===== src/common/bcv_pkg.sv =====
package bcv_pkg;

	// ********************************************************************
	// Bus and register geometry
	// ********************************************************************
	localparam int unsigned ADDR_W   = 8;
	localparam int unsigned DATA_W   = 32;
	localparam int unsigned NUM_CHAN = 2;

	// Byte addresses of the register words
	localparam logic [7:0] OFF_DIVISOR_A  = 8'h00;
	localparam logic [7:0] OFF_CONTROL_A  = 8'h04;
	localparam logic [7:0] OFF_DIVISOR_B  = 8'h08;
	localparam logic [7:0] OFF_CONTROL_B  = 8'h0C;
	localparam logic [7:0] OFF_VECTOR     = 8'h10;
	localparam logic [7:0] OFF_INT_CONFIG = 8'h14;
	localparam logic [7:0] OFF_GEN_STAT_A = 8'h18;
	localparam logic [7:0] OFF_GEN_STAT_B = 8'h1C;

	// ********************************************************************
	// Field positions
	// ********************************************************************
	localparam int unsigned CTL_GEN_ENABLE = 0;
	localparam int unsigned CTL_DIV64      = 1;
	localparam int unsigned CTL_TX_DRIVE   = 2;
	localparam int unsigned CTL_RX_DRIVE   = 3;
	localparam int unsigned CTL_USED_W     = 4;
	// Interrupt config: status-modifies-vector per channel, loop per channel
	localparam int unsigned CFG_SAV_A      = 0;
	localparam int unsigned CFG_SAV_B      = 1;
	localparam int unsigned CFG_LOOP_A     = 2;
	localparam int unsigned CFG_LOOP_B     = 3;
	localparam int unsigned CFG_USED_W     = 4;
	// Generator status: down counter in [7:0], output clock level in [8]
	localparam int unsigned STAT_CLK_BIT   = 8;

	// ********************************************************************
	// Reset values
	// ********************************************************************
	localparam logic [7:0] RST_DIVISOR = 8'h00;
	localparam logic [3:0] RST_CONTROL = 4'h0;
	localparam logic [7:0] RST_VECTOR  = 8'h0F;
	localparam logic [3:0] RST_CONFIG  = 4'h0;
	localparam logic [7:0] RST_COUNTER = 8'h00;

	// ********************************************************************
	// Generator timing and vector codes
	// ********************************************************************
	// Prescale per half output period: 2*2 = 4 and 2*32 = 64 clocks minimum
	localparam int unsigned MIN_RATIO_DIV4  = 4;
	localparam int unsigned MIN_RATIO_DIV64 = 64;
	localparam logic [5:0]  HALF_DIV4       = 6'(MIN_RATIO_DIV4 / 2 - 1);
	localparam logic [5:0]  HALF_DIV64      = 6'(MIN_RATIO_DIV64 / 2 - 1);
	localparam logic [7:0]  TERMINAL_COUNT  = 8'h01;
	localparam logic [2:0]  NO_PENDING_CODE = 3'h3;

	localparam logic [1:0] RESP_OKAY   = 2'h0;
	localparam logic [1:0] RESP_SLVERR = 2'h2;

endpackage


===== src/design/bcv_baud_gen.sv =====
`timescale 1ns/1ps

module bcv_baud_gen (
	input  wire logic       clk_in,
	input  wire logic       srst_in,
	input  wire logic       ce_in,
	input  wire logic       enable_in,
	input  wire logic       div64_in,
	input  wire logic [7:0] divisor_in,
	input  wire logic       load_in,
	output logic            brg_clk_out,
	output logic [7:0]      count_out
);

	logic [5:0] presc_ff;
	logic [7:0] count_ff;
	logic       clk_ff;
	logic       tick;
	logic       terminal;

	assign tick     = enable_in && (presc_ff == (div64_in ? bcv_pkg::HALF_DIV64
		: bcv_pkg::HALF_DIV4));
	assign terminal = tick && (count_ff == bcv_pkg::TERMINAL_COUNT);

	// ********************************************************************
	// Prescaler
	// ********************************************************************
	always_ff @(posedge clk_in) begin
		if (srst_in) begin
			presc_ff <= '0;
		end else if (ce_in) begin
			if (load_in && !enable_in) begin
				presc_ff <= '0;
			end else if (tick) begin
				presc_ff <= '0;
			end else if (enable_in) begin
				presc_ff <= presc_ff + 6'h01;
			end
		end
	end

	// ********************************************************************
	// Down counter; a count of zero wraps so a zero divisor means 256
	// ********************************************************************
	always_ff @(posedge clk_in) begin
		if (srst_in) begin
			count_ff <= bcv_pkg::RST_COUNTER;
		end else if (ce_in) begin
			if (load_in && !enable_in) begin
				count_ff <= divisor_in;
			end else if (terminal) begin
				count_ff <= divisor_in;
			end else if (tick) begin
				count_ff <= count_ff - 8'h01;
			end
			// Disabled: no tick, counter keeps its value
		end
	end

	always_ff @(posedge clk_in) begin
		if (srst_in) begin
			clk_ff <= 1'b0;
		end else if (ce_in && terminal) begin
			clk_ff <= ~clk_ff;
		end
	end

	assign brg_clk_out = clk_ff;
	assign count_out   = count_ff;

endmodule // bcv_baud_gen


===== src/design/bcv_clock_vector.sv =====
`timescale 1ns/1ps

// Behaviour
// - Bits 7..4 of the generator control register always read back as zero.
// - Control bit 3 set drives the receive clock pin from the generator, else it is an input.
// - The receiver clock is the receive pin signal, or the transmit clock in loop mode.
// - Control bit 2 set drives the transmit clock pin from the generator; tx uses the pin.
// - Control bit 1 picks a minimum of 64 or 4 input clocks per output clock.
// - That minimum ratio is produced with a divisor of one.
// - Setting enable resumes counting from the value held when enable was cleared.
// - A divisor write while disabled loads the down counter at once.
// - While disabled the down counter holds and does not count.
// - The vector is given on interrupt acknowledge and is readable and writable.
// - With status-modifies-vector off the programmed vector is returned unchanged.
// - With the option on in either channel bits 2..0 carry the pending source code.
// - With the option on and nothing pending bits 2..0 read as 011.
// - A divisor written while running takes effect at the next reload.
// - Reset clears both divisor and generator control registers to zero.

module bcv_clock_vector (
	input  wire logic        clk_in,
	input  wire logic        srst_in,
	input  wire logic        ce_in,
	// AXI4-Lite slave
	input  wire logic [7:0]  s_axi_awaddr_in,
	input  wire logic        s_axi_awvalid_in,
	output logic             s_axi_awready_out,
	input  wire logic [31:0] s_axi_wdata_in,
	input  wire logic [3:0]  s_axi_wstrb_in,
	input  wire logic        s_axi_wvalid_in,
	output logic             s_axi_wready_out,
	output logic [1:0]       s_axi_bresp_out,
	output logic             s_axi_bvalid_out,
	input  wire logic        s_axi_bready_in,
	input  wire logic [7:0]  s_axi_araddr_in,
	input  wire logic        s_axi_arvalid_in,
	output logic             s_axi_arready_out,
	output logic [31:0]      s_axi_rdata_out,
	output logic [1:0]       s_axi_rresp_out,
	output logic             s_axi_rvalid_out,
	input  wire logic        s_axi_rready_in,
	// Clock pins, index 0 channel A, index 1 channel B
	input  wire logic [1:0]  receive_clock_pin_in,
	output logic [1:0]       receive_clock_pin_out,
	output logic [1:0]       receive_clock_pin_oe_out,
	input  wire logic [1:0]  transmit_clock_pin_in,
	output logic [1:0]       transmit_clock_pin_out,
	output logic [1:0]       transmit_clock_pin_oe_out,
	output logic [1:0]       rx_engine_clk_out,
	output logic [1:0]       tx_engine_clk_out,
	// Interrupt acknowledge
	input  wire logic        int_pending_in,
	input  wire logic [2:0]  int_source_code_in,
	input  wire logic        int_ack_in,
	output logic [7:0]       int_vector_out,
	output logic             int_vector_valid_out
);

	// ********************************************************************
	// Register state
	// ********************************************************************
	logic [7:0] divisor_value_register_ff [bcv_pkg::NUM_CHAN];
	logic [3:0] baud_gen_control_ff [bcv_pkg::NUM_CHAN];
	logic [7:0] interrupt_vector_ff;
	logic [3:0] int_config_ff;
	logic [1:0] divisor_load_ff;

	logic [1:0] brg_clk;
	logic [7:0] brg_count [bcv_pkg::NUM_CHAN];

	// ********************************************************************
	// AXI state
	// ********************************************************************
	logic        aw_held_ff;
	logic [7:0]  awaddr_ff;
	logic        w_held_ff;
	logic [7:0]  wdata_ff;
	logic        wstrb0_ff;
	logic        bvalid_ff;
	logic [1:0]  bresp_ff;
	logic        rvalid_ff;
	logic [31:0] rdata_ff;
	logic [1:0]  rresp_ff;
	logic [7:0]  vector_out_ff;
	logic        vector_valid_ff;

	logic        aw_take;
	logic        w_take;
	logic        ar_take;
	logic        do_write;
	logic        wr_mapped;
	logic        sav_any;
	logic [31:0] nxt_rdata;
	logic [1:0]  nxt_rresp;

	// Vector as presented to the processor on read or acknowledge
	function automatic logic [7:0] presented_vector(
		input logic [7:0] vec,
		input logic       sav,
		input logic       pending,
		input logic [2:0] code
	);
		logic [7:0] result;
		result = vec;
		if (sav) begin
			result[2:0] = pending ? code : bcv_pkg::NO_PENDING_CODE;
		end
		return result;
	endfunction

	assign sav_any = int_config_ff[bcv_pkg::CFG_SAV_A] || int_config_ff[bcv_pkg::CFG_SAV_B];

	// ********************************************************************
	// Write channel handshake
	// ********************************************************************
	// Address and data are parked independently so either may come first
	assign s_axi_awready_out = ce_in && !aw_held_ff && !bvalid_ff;
	assign s_axi_wready_out  = ce_in && !w_held_ff && !bvalid_ff;
	assign aw_take           = s_axi_awvalid_in && s_axi_awready_out;
	assign w_take            = s_axi_wvalid_in && s_axi_wready_out;
	assign do_write          = ce_in && aw_held_ff && w_held_ff;

	always_ff @(posedge clk_in) begin
		if (srst_in) begin
			aw_held_ff <= 1'b0;
			awaddr_ff  <= 8'h00;
		end else if (ce_in) begin
			if (aw_take) begin
				aw_held_ff <= 1'b1;
				awaddr_ff  <= s_axi_awaddr_in;
			end else if (do_write) begin
				aw_held_ff <= 1'b0;
			end
		end
	end

	always_ff @(posedge clk_in) begin
		if (srst_in) begin
			w_held_ff <= 1'b0;
			wdata_ff  <= 8'h00;
			wstrb0_ff <= 1'b0;
		end else if (ce_in) begin
			if (w_take) begin
				w_held_ff <= 1'b1;
				wdata_ff  <= s_axi_wdata_in[7:0];
				wstrb0_ff <= s_axi_wstrb_in[0];
			end else if (do_write) begin
				w_held_ff <= 1'b0;
			end
		end
	end

	always_comb begin
		if (awaddr_ff == bcv_pkg::OFF_DIVISOR_A || awaddr_ff == bcv_pkg::OFF_DIVISOR_B) begin
			wr_mapped = 1'b1;
		end else if (awaddr_ff == bcv_pkg::OFF_CONTROL_A || awaddr_ff == bcv_pkg::OFF_CONTROL_B) begin
			wr_mapped = 1'b1;
		end else if (awaddr_ff == bcv_pkg::OFF_VECTOR || awaddr_ff == bcv_pkg::OFF_INT_CONFIG) begin
			wr_mapped = 1'b1;
		end else if (awaddr_ff == bcv_pkg::OFF_GEN_STAT_A || awaddr_ff == bcv_pkg::OFF_GEN_STAT_B) begin
			// Status words are read-only; writes are dropped without error
			wr_mapped = 1'b1;
		end else begin
			wr_mapped = 1'b0;
		end
	end

	always_ff @(posedge clk_in) begin
		if (srst_in) begin
			bvalid_ff <= 1'b0;
			bresp_ff  <= bcv_pkg::RESP_OKAY;
		end else if (ce_in) begin
			if (do_write) begin
				bvalid_ff <= 1'b1;
				bresp_ff  <= wr_mapped ? bcv_pkg::RESP_OKAY : bcv_pkg::RESP_SLVERR;
			end else if (s_axi_bready_in) begin
				bvalid_ff <= 1'b0;
			end
		end
	end

	// ********************************************************************
	// Register writes
	// ********************************************************************
	always_ff @(posedge clk_in) begin
		if (srst_in) begin
			for (int ch = 0; ch < bcv_pkg::NUM_CHAN; ch++) begin
				divisor_value_register_ff[ch] <= bcv_pkg::RST_DIVISOR;
				baud_gen_control_ff[ch]       <= bcv_pkg::RST_CONTROL;
			end
		end else if (ce_in && do_write && wstrb0_ff) begin
			if (awaddr_ff == bcv_pkg::OFF_DIVISOR_A) begin
				divisor_value_register_ff[0] <= wdata_ff;
			end else if (awaddr_ff == bcv_pkg::OFF_DIVISOR_B) begin
				divisor_value_register_ff[1] <= wdata_ff;
			end else if (awaddr_ff == bcv_pkg::OFF_CONTROL_A) begin
				baud_gen_control_ff[0] <= wdata_ff[bcv_pkg::CTL_USED_W-1:0];
			end else if (awaddr_ff == bcv_pkg::OFF_CONTROL_B) begin
				baud_gen_control_ff[1] <= wdata_ff[bcv_pkg::CTL_USED_W-1:0];
			end
		end
	end

	// Load strobe reaches the generator one cycle later, after the
	// divisor register holds the new value
	always_ff @(posedge clk_in) begin
		if (srst_in) begin
			divisor_load_ff <= 2'h0;
		end else if (ce_in) begin
			divisor_load_ff[0] <= do_write && wstrb0_ff && awaddr_ff == bcv_pkg::OFF_DIVISOR_A;
			divisor_load_ff[1] <= do_write && wstrb0_ff && awaddr_ff == bcv_pkg::OFF_DIVISOR_B;
		end
	end

	always_ff @(posedge clk_in) begin
		if (srst_in) begin
			interrupt_vector_ff <= bcv_pkg::RST_VECTOR;
			int_config_ff       <= bcv_pkg::RST_CONFIG;
		end else if (ce_in && do_write && wstrb0_ff) begin
			if (awaddr_ff == bcv_pkg::OFF_VECTOR) begin
				interrupt_vector_ff <= wdata_ff;
			end else if (awaddr_ff == bcv_pkg::OFF_INT_CONFIG) begin
				int_config_ff <= wdata_ff[bcv_pkg::CFG_USED_W-1:0];
			end
		end
	end

	// ********************************************************************
	// Read channel
	// ********************************************************************
	assign s_axi_arready_out = ce_in && !rvalid_ff;
	assign ar_take           = s_axi_arvalid_in && s_axi_arready_out;

	always_comb begin
		nxt_rdata = 32'h0000_0000;
		nxt_rresp = bcv_pkg::RESP_OKAY;
		if (s_axi_araddr_in == bcv_pkg::OFF_DIVISOR_A) begin
			nxt_rdata[7:0] = divisor_value_register_ff[0];
		end else if (s_axi_araddr_in == bcv_pkg::OFF_DIVISOR_B) begin
			nxt_rdata[7:0] = divisor_value_register_ff[1];
		end else if (s_axi_araddr_in == bcv_pkg::OFF_CONTROL_A) begin
			nxt_rdata[3:0] = baud_gen_control_ff[0];
		end else if (s_axi_araddr_in == bcv_pkg::OFF_CONTROL_B) begin
			nxt_rdata[3:0] = baud_gen_control_ff[1];
		end else if (s_axi_araddr_in == bcv_pkg::OFF_VECTOR) begin
			nxt_rdata[7:0] = presented_vector(interrupt_vector_ff, sav_any,
				int_pending_in, int_source_code_in);
		end else if (s_axi_araddr_in == bcv_pkg::OFF_INT_CONFIG) begin
			nxt_rdata[3:0] = int_config_ff;
		end else if (s_axi_araddr_in == bcv_pkg::OFF_GEN_STAT_A) begin
			nxt_rdata[7:0]                  = brg_count[0];
			nxt_rdata[bcv_pkg::STAT_CLK_BIT] = brg_clk[0];
		end else if (s_axi_araddr_in == bcv_pkg::OFF_GEN_STAT_B) begin
			nxt_rdata[7:0]                  = brg_count[1];
			nxt_rdata[bcv_pkg::STAT_CLK_BIT] = brg_clk[1];
		end else begin
			nxt_rresp = bcv_pkg::RESP_SLVERR;
		end
	end

	always_ff @(posedge clk_in) begin
		if (srst_in) begin
			rvalid_ff <= 1'b0;
			rdata_ff  <= 32'h0000_0000;
			rresp_ff  <= bcv_pkg::RESP_OKAY;
		end else if (ce_in) begin
			if (ar_take) begin
				rvalid_ff <= 1'b1;
				rdata_ff  <= nxt_rdata;
				rresp_ff  <= nxt_rresp;
			end else if (s_axi_rready_in) begin
				rvalid_ff <= 1'b0;
			end
		end
	end

	// ********************************************************************
	// Interrupt acknowledge
	// ********************************************************************
	always_ff @(posedge clk_in) begin
		if (srst_in) begin
			vector_out_ff   <= 8'h00;
			vector_valid_ff <= 1'b0;
		end else if (ce_in) begin
			vector_valid_ff <= int_ack_in;
			if (int_ack_in) begin
				vector_out_ff <= presented_vector(interrupt_vector_ff, sav_any,
					int_pending_in, int_source_code_in);
			end
		end
	end

	// ********************************************************************
	// Generators and clock routing
	// ********************************************************************
	for (genvar ch = 0; ch < bcv_pkg::NUM_CHAN; ch++) begin : g_chan
		logic rx_pin_level;
		logic tx_pin_level;

		bcv_baud_gen u_gen (
			.clk_in      (clk_in),
			.srst_in     (srst_in),
			.ce_in       (ce_in),
			.enable_in   (baud_gen_control_ff[ch][bcv_pkg::CTL_GEN_ENABLE]),
			.div64_in    (baud_gen_control_ff[ch][bcv_pkg::CTL_DIV64]),
			.divisor_in  (divisor_value_register_ff[ch]),
			.load_in     (divisor_load_ff[ch]),
			.brg_clk_out (brg_clk[ch]),
			.count_out   (brg_count[ch])
		);

		assign receive_clock_pin_out[ch]     = brg_clk[ch];
		assign receive_clock_pin_oe_out[ch]  = baud_gen_control_ff[ch][bcv_pkg::CTL_RX_DRIVE];
		assign transmit_clock_pin_out[ch]    = brg_clk[ch];
		assign transmit_clock_pin_oe_out[ch] = baud_gen_control_ff[ch][bcv_pkg::CTL_TX_DRIVE];

		// Driven pin carries the generator; undriven pin needs an outside clock
		assign rx_pin_level = receive_clock_pin_oe_out[ch] ? brg_clk[ch] : receive_clock_pin_in[ch];
		assign tx_pin_level = transmit_clock_pin_oe_out[ch] ? brg_clk[ch] : transmit_clock_pin_in[ch];

		assign tx_engine_clk_out[ch] = tx_pin_level;
		assign rx_engine_clk_out[ch] = int_config_ff[bcv_pkg::CFG_LOOP_A + ch] ? tx_pin_level
			: rx_pin_level;
	end

	assign s_axi_bvalid_out     = bvalid_ff;
	assign s_axi_bresp_out      = bresp_ff;
	assign s_axi_rvalid_out     = rvalid_ff;
	assign s_axi_rdata_out      = rdata_ff;
	assign s_axi_rresp_out      = rresp_ff;
	assign int_vector_out       = vector_out_ff;
	assign int_vector_valid_out = vector_valid_ff;

endmodule // bcv_clock_vector


===== config.mk =====
export PLATFORM = sky130hd
export DESIGN_NAME = bcv_clock_vector
export DESIGN_NICKNAME = d
export VERILOG_FILES = /design/src/common/bcv_pkg.sv /design/src/design/bcv_baud_gen.sv /design/src/design/bcv_clock_vector.sv
export SDC_FILE = /design/constraint.sdc
export NUM_CORES = 1
export LEC_CHECK = 0
export BUFFER_PORTS_ARGS = -buffer_cell sky130_fd_sc_hd__buf_2
export CAP_MARGIN = 40
export CORE_MARGIN = 1.5
export CORE_UTILIZATION = 45
export CTS_CLUSTER_DIAMETER = 30
export DETAILED_ROUTE_END_ITERATION = 10
export PLACE_DENSITY = 0.73
export SLEW_MARGIN = 25
export SYNTH_ARGS = -nofsm -noshare
export SYNTH_HDL_FRONTEND = slang
export SYNTH_HIERARCHICAL = 1
export SYNTH_SLANG_ARGS = --single-unit

===== constraint.sdc =====
create_clock -name clk_in -period 2.85 [get_ports clk_in]
set_input_delay 0.7125 -clock clk_in [delete_from_list [all_inputs] [get_ports clk_in]]
set_output_delay 0.7125 -clock clk_in [all_outputs]
set_load 0.005 [all_outputs]

-- Yosys cells after proc, flatten, opt, wreduce, memory -nomap -nowiden
Memories as Yosys holds them, arrays and structs flattened.
Cells that the tools add are included.
- add/sub/neg operators: 4
- eq/ne operators: 18
- mux-type cells: 90
- bitwise gates (word level): 7
- reduce and logical (&&, ||, !) cells: 59
- operators by type and width (kind ; count):
    8-bit 2-to-1 mux ; 11
    9-bit 2-to-1 mux ; 8
    8-bit by 5-bit equality test with 1-bit output (second input constant) ; 8
    1-bit 2-to-1 mux ; 44
    6-bit 2-to-1 mux ; 6
    8-bit by 4-bit equality test with 1-bit output (second input constant) ; 4
    2-bit AND reduction ; 14
    5-bit 2-to-1 mux ; 5
    1-bit logical AND ; 23
    4-bit 2-to-1 mux ; 5
    2-bit 2-to-1 mux ; 9
    8-bit by 1-bit equality test with 1-bit output (second input constant) ; 2
    8-bit by 3-bit equality test with 1-bit output (second input constant) ; 2
    8-bit logical NOT ; 2
    8-bit by 1-bit subtractor with 8-bit output (second input constant) ; 2
    6-bit by 1-bit adder with 6-bit output (second input constant) ; 2
    6-bit equality test ; 2
    3-bit nonzero test ; 4
    2-bit nonzero test ; 4
    1-bit logical NOT ; 6
    3-bit 2-to-1 mux ; 2
    1-bit logical OR ; 5
    1-bit bitwise OR ; 4
    1-bit NOT ; 3
    3-bit AND reduction ; 1
- register bits after elaboration: 87
- RAM bits: 24
- output and inout bits: 62
- logic and storage cells: 201
- memories kept: 2
- memories (memory ; words ; width ; read ports ; clocked after memory_dff ; write ports ; line ; RTL):
    divisor_value_register_ff ; 2 ; 8 ; 2 ; 0 ; 2 ; bcv_clock_vector.sv:62 ; logic [7:0] divisor_value_register_ff [bcv_pkg::NUM_CHAN];
    baud_gen_control_ff ; 2 ; 4 ; 2 ; 0 ; 2 ; bcv_clock_vector.sv:63 ; logic [3:0] baud_gen_control_ff [bcv_pkg::NUM_CHAN];

-- Logic depth before layout (Yosys ltp)
- depth in word-level cells: 15
- mapped depth: 8

-- Cells and area by module
The synthesis kept the hierarchy.
- by module, submodules not included (module ; instances ; cells an instance ; area an instance (µm²) ; seq. area each (µm²)):
    bcv_clock_vector ; 1 ; 411 ; 3754.9 ; 1821.7
    bcv_baud_gen ; 2 ; 108 ; 950.9 ; 300.3

-- Worst setup path before layout
Ideal clock, no wire load.
- kind: input-to-reg
- start point: input port s_axi_araddr_in[2]
- end point: register rdata_ff[1] (netlist: s_axi_rdata_out[1])
- data arrival time: 2.113 ns
- path slack: 0.610 ns
- stages on the path: 6
- cell sequence: buf_4 -> or4_4 -> or3_4 -> or3_1 -> o21ai_2 -> a211oi_2
- longest elaborated chain between the ends: 15
- RTL lines (what ; line ; RTL):
    from (decl) ; bcv_clock_vector.sv:35 ; input wire logic [7:0] s_axi_araddr_in,
    8-bit by 5-bit equality test with 1-bit output ; bcv_clock_vector.sv:253 ; end else if (s_axi_araddr_in == bcv_pkg::OFF_GEN_STAT_B) begin
    9-bit 2-to-1 mux ; bcv_clock_vector.sv:253 ;
    9-bit 2-to-1 mux ; bcv_clock_vector.sv:250 ; end else if (s_axi_araddr_in == bcv_pkg::OFF_GEN_STAT_A) begin
    9-bit 2-to-1 mux ; bcv_clock_vector.sv:248 ; end else if (s_axi_araddr_in == bcv_pkg::OFF_INT_CONFIG) begin
    9-bit 2-to-1 mux ; bcv_clock_vector.sv:245 ; end else if (s_axi_araddr_in == bcv_pkg::OFF_VECTOR) begin
    9-bit 2-to-1 mux ; bcv_clock_vector.sv:243 ; end else if (s_axi_araddr_in == bcv_pkg::OFF_CONTROL_B) begin
    9-bit 2-to-1 mux ; bcv_clock_vector.sv:241 ; end else if (s_axi_araddr_in == bcv_pkg::OFF_CONTROL_A) begin
    9-bit 2-to-1 mux ; bcv_clock_vector.sv:239 ; end else if (s_axi_araddr_in == bcv_pkg::OFF_DIVISOR_B) begin
    9-bit 2-to-1 mux ; bcv_clock_vector.sv:237 ; if (s_axi_araddr_in == bcv_pkg::OFF_DIVISOR_A) begin
    4-bit 2-to-1 mux ; bcv_clock_vector.sv:248 ;
    8-bit 2-to-1 mux ; bcv_clock_vector.sv:245 ;
    4-bit 2-to-1 mux ; bcv_clock_vector.sv:243 ;
    4-bit 2-to-1 mux ; bcv_clock_vector.sv:241 ;
    8-bit 2-to-1 mux ; bcv_clock_vector.sv:239 ;
    8-bit 2-to-1 mux (*) ; bcv_clock_vector.sv:237 ;
    to (signal assigned) ; bcv_clock_vector.sv:269 ; rdata_ff <= nxt_rdata;
    to (decl) ; bcv_clock_vector.sv:82 ; logic [31:0] rdata_ff;
Every way passes the cells marked *; elsewhere a longest branch is shown, timed or not. The select of a mux whose other input is x is not followed.
A chain may end at the register's enable or synchronous reset.

-- Worst setup path in the final report
- start point: register g_chan[0].u_gen.count_ff[0]
- end point: register g_chan[0].u_gen.count_ff[6]
- longest elaborated chain between the ends: 4
- RTL lines (what ; line ; RTL):
    from (decl) ; bcv_baud_gen.sv:16 ; logic [7:0] count_ff;
    from (signal assigned) ; bcv_baud_gen.sv:47 ; count_ff <= bcv_pkg::RST_COUNTER;
    from (signal assigned) ; bcv_baud_gen.sv:50 ; count_ff <= divisor_in;
    from (signal assigned) ; bcv_baud_gen.sv:52 ; count_ff <= divisor_in;
    8-bit by 1-bit subtractor with 8-bit output / 8-bit by 1-bit equality test with 1-bit output (equally long branches) ; bcv_baud_gen.sv:54, bcv_baud_gen.sv:23 ;
    8-bit 2-to-1 mux / 1-bit logical AND (equally long branches) ; bcv_baud_gen.sv:53, bcv_baud_gen.sv:23 ;
    8-bit 2-to-1 mux / 3-bit nonzero test (equally long branches) ; n/a ;
    8-bit 2-to-1 mux / 2-bit AND reduction (equally long branches) ; n/a ;
Several ways; a longest one is shown, not always the timed one. The select of a mux whose other input is x is not followed.

==> PnR_summary.wiki <==
{| class="wikitable"
! Metric !! Value
|-
| Count of final hold-check violations || 0
|-
| Detailed-route DRC error count || 0
|-
| VDD IR-drop max || 378 µV
|-
| First-pass iteration count of the detailed router || 5
|-
| Critical Path Sink Type || register
|-
| Number of global-route vias before repair || 4409
|-
| Worst min path class || register to register
|-
| Final setup violation count || 0
|-
| Remaining max-slew budget at the tightest pin || 49.8%
|-
| Vias after detailed routing || 4778
|-
| Number of vias per cell || 5.51
|-
| Initial Util || 46.7%
|-
| Period utilization || 86.0%
|-
| Overall die area || 13300 µm²
|-
| Net load switching power || 0.817 mW
|-
| Data required time at the worst endpoint || 3.11 ns
|-
| Worst-Skew Late Latency || 0.36 ns
|-
| Bufs on Longest Clock Path || 2
|-
| Unrepaired setup endpoints after global routing || false
|-
| Final worst setup slack || 0.399 ns
|-
| Area growth from synthesis to layout || 12.4%
|-
| Post-layout minimum cycle time || 2.45 ns
|-
| Register share of total power || 51.6%
|-
| Horizontal extent of the die || 115 µm
|-
| FF/Latch Area || 2420 µm²
|-
| Share of post-route cells with drive strength above 1 || 18.7%
|-
| Number of unique standard cell types used by synthesis || 62
|-
| Buf+Inv Stages, Crit Path || 0
|-
| Run status || finished, final reports clean
|-
| Pin count of the biggest net entering global routing || 39
|-
| I/O pin count || 131
|-
| Avg Cell Area, Syn || 9.02 µm²
|-
| Total Nets Final || 769
|-
| Placeable core region || 12100 µm²
|-
| Total overflow reported by the global router || 0
|-
| Static leakage || 2.63 nW
|-
| Number of sinks handled by clock tree synthesis || 109
|-
| Total power draw || 3.19 mW
|-
| Average routed wire per standard cell || 16.7 µm
|-
| Post-Route WL || 14500 µm
|-
| Maximum fanout along the worst path || 12
|-
| H-tree levels || 3
|-
| YS warnings || 6
|-
| Clock share of power || 40.9%
|-
| Maximum clock frequency || 0.408 GHz
|-
| Antenna diode instance count || 0
|-
| Combinational share of power || 7.5%
|-
| Post-synthesis register bit count || 109
|-
| Cells along the critical path || ha_1, or4b_4, nor4_4, a31oi_2, nor3b_1, a2111oi_2
|-
| # port buffers || 78
|-
| Netlist area before placement || 5660 µm²
|-
| Root Driver || clkbuf_16
|-
| Placed wire-length estimate || 11100 µm
|-
| Synthesized instance count || 627
|-
| Most repeated cell in the gate-level netlist after synthesis || nand2_1
|-
| Maximum cell stage delay along the critical path || 0.49 ns
|-
| Design internal power || 2.37 mW
|-
| Quantity of hold-fixing buffers added after cts || 0
|-
| Top-area cell type share of the netlist area || 30.1%
|-
| Switching part of the total || 25.6%
|-
| Class of the most critical setup path || register to register
|-
| Fraction of registers with async set or reset after synthesis || 0%
|-
| Worst slew pin tran || 0.751 ns
|-
| Post-CTS repair timing setup buffer count || 0
|-
| Max stage delay cell, worst path || or4b_4
|-
| Clock transition at the registers of the reported paths || 0.08 ns
|-
| Area contributors post-synth || dfxtp_1 30%, edfxtp_1 13%, nand2_1 6.0%
|-
| TritonCTS clock tree || built
|-
| Die outline height || 115 µm
|-
| Global-route wire length before repair || 22700 µm
|-
| Initial antenna violation count || 0
|-
| List of most frequent post-synthesis cells || 91 x nand2_1, 85 x dfxtp_1, 55 x a21oi_1, 52 x nor2_1, 37 x buf_4
|-
| Final RePlAce weighted congestion || 0.927
|-
| Post-synth top area cell || dfxtp_1
|-
| Core Rows || 40
|-
| Post-synth top flop || dfxtp_1
|-
| Final Skew || 0.00719 ns
|-
| Critical Path Source Type || register
|-
| Power Dens Cells || 502 nW/µm²
|-
| Gates resized, CTS repair || 0
|-
| Maximum capacitance violations || 0
|-
| All-Layer GR Usage || 22.3%
|-
| Combined area of the multi-input logic cells || 2880 µm²
|-
| ANT nets after route || 0
|-
| Number of enable-type register cells in the synthesized netlist || 24
|-
| Clock buffers created by TritonCTS || 9
|-
| Kind of cell adding the most delay to the critical path || simple AND/OR/NAND/NOR gates
|-
| Number of inserted filler cells in the final layout || 1124
|-
| Share of the yosys chip area belonging to registers || 42.8%
|-
| Total negative slack for setup checks || 0 ns
|-
| Number of slew-limit violations in the final report || 0
|-
| Setup Slack @ Placement || 0.414 ns
|-
| Signal arrival time at the worst endpoint || 2.71 ns
|-
| Number of DRC violations after detailed-routing iteration 0 || 428
|}
-- power groups by stage --
stage	combinational [mW]	sequential (mW)	clock [mW]
final	0.239	1.65	1.30
after global routing	0.267	1.65	1.38
after CTS	0.238	1.65	1.33
after detailed placement	0.237	1.68	0
after global placement	0.231	1.68	0
after floorplan	0.182	1.67	0
-- kinds of logic (layout without fill, tap and decap cells) --
| logic type | count (synthesis) | after routing | synth area share (%) |
|---|---|---|---|
| AND/OR/NAND/NOR | 256 | 256 | 23.3 |
| AO/OA/AOI/OAI | 136 | 136 | 16.3 |
| flip-flops | 109 | 109 | 42.8 |
| buffers and inverters | 73 | 121 | 7.79 |
| multiplexers | 36 | 36 | 6.90 |
| XOR/XNOR | 10 | 10 | 1.55 |
| adder cells (fa/ha/maj) | 6 | 6 | 1.33 |
| other | 1 | 25 | 0.0663 |
-- final timing paths --
kind	start	to	slack (ns)	cells after the start
setup / recovery	g_chan[0].u_gen/count_out[0]	g_chan[0].u_gen/count_out[6]	0.40	6
hold / removal	int_vector_out[5]	int_vector_out[5]	0.46	2
setup reg to reg	g_chan[0].u_gen/count_out[0]	g_chan[0].u_gen/count_out[6]	0.40	6
hold reg to reg	int_vector_out[5]	int_vector_out[5]	0.46	2
-- flip-flops by register name, summed over array words and instances (netlist names) --
| signal | cells |
|---|---|
| wdata_ff | 8 |
| w_held_ff | 1 |
| wstrb0_ff | 1 |
| interrupt_vector_ff | 8 |
| s_axi_rvalid_out | 1 |
| aw_held_ff | 1 |
| awaddr_ff | 8 |
| g_chan.u_gen/count_out | 16 |
| int_vector_valid_out | 1 |
| g_chan.u_gen/brg_clk_out | 2 |
| s_axi_rdata_out | 9 |
| int_config_ff | 4 |
| g_chan.u_gen/presc_ff | 12 |
| baud_gen_control_ff | 8 |
| int_vector_out | 8 |
| s_axi_bvalid_out | 1 |
| divisor_value_register_ff | 16 |
| s_axi_rresp_out | 1 |
| s_axi_bresp_out | 1 |
| divisor_load_ff | 2 |
-- worst min-delay path, delay by kind of cell, from the launching register on --
family	cells	cell delay, ns
and+or+nand+nor	1	0.05
DFF	1	0.31
AOI/OAI and AO/OA	1	0.06
-- cell usage in the layout, fill, tap and decap left out, types with 5 or more instances in the layout --
master and n:
ha_1 6, o2bb2ai_1 10, a221oi_1 6, nor2_1 52
xor2_1 6, nand4_1 8, inv_1 17, a31oi_1 5
clkbuf_16 10, nand2b_1 9, or3_1 9, and3b_1 5
dfxtp_1 85, nor3_1 17, mux2i_1 30, nor2b_1 11
nand2_1 91, buf_2 78, a21oi_1 55, edfxtp_1 24
a211oi_1 7, buf_4 10, and2_1 17, conb_1 25
nand3_1 10, o21ai_0 15
-- area by class of cell --
class                           instances  area share, %
Timing Repair Buffer                   88           7.32
Clock inverter                          5          0.886
Multi-Input combinational cell        469           45.4
Inverter                               17           1.00
Clock buffer                           11           4.00
Tap cell                              168           3.31
Sequential cell                       109           38.1
-- through the flow --
stage / std cells / utilization, % / instance area [µm²] / hold slack, ns
finish: 867 / 52.5 / 6360 / 0.459
detailed placement: 851 / 49.9 / 6050 / 0.450
global route: 867 / 52.5 / 6360 / 0.479
floorplan: 651 / - / 5750 / 0.431
global placement: 851 / 49.9 / 6050 / 0.441
CTS: 867 / 52.5 / 6360 / 0.460
-- layer usage --
layer  share of wire [%]  global-route usage [%]  vias up
met2                  48                    35.7      178
met4                 2.5                    7.90        0
li1                    -                       -     2327
met3                 6.4                    5.22       26
met1                  44                    29.6     2247
met5                   0                       0        -
(Power assumes the default switching activity.)
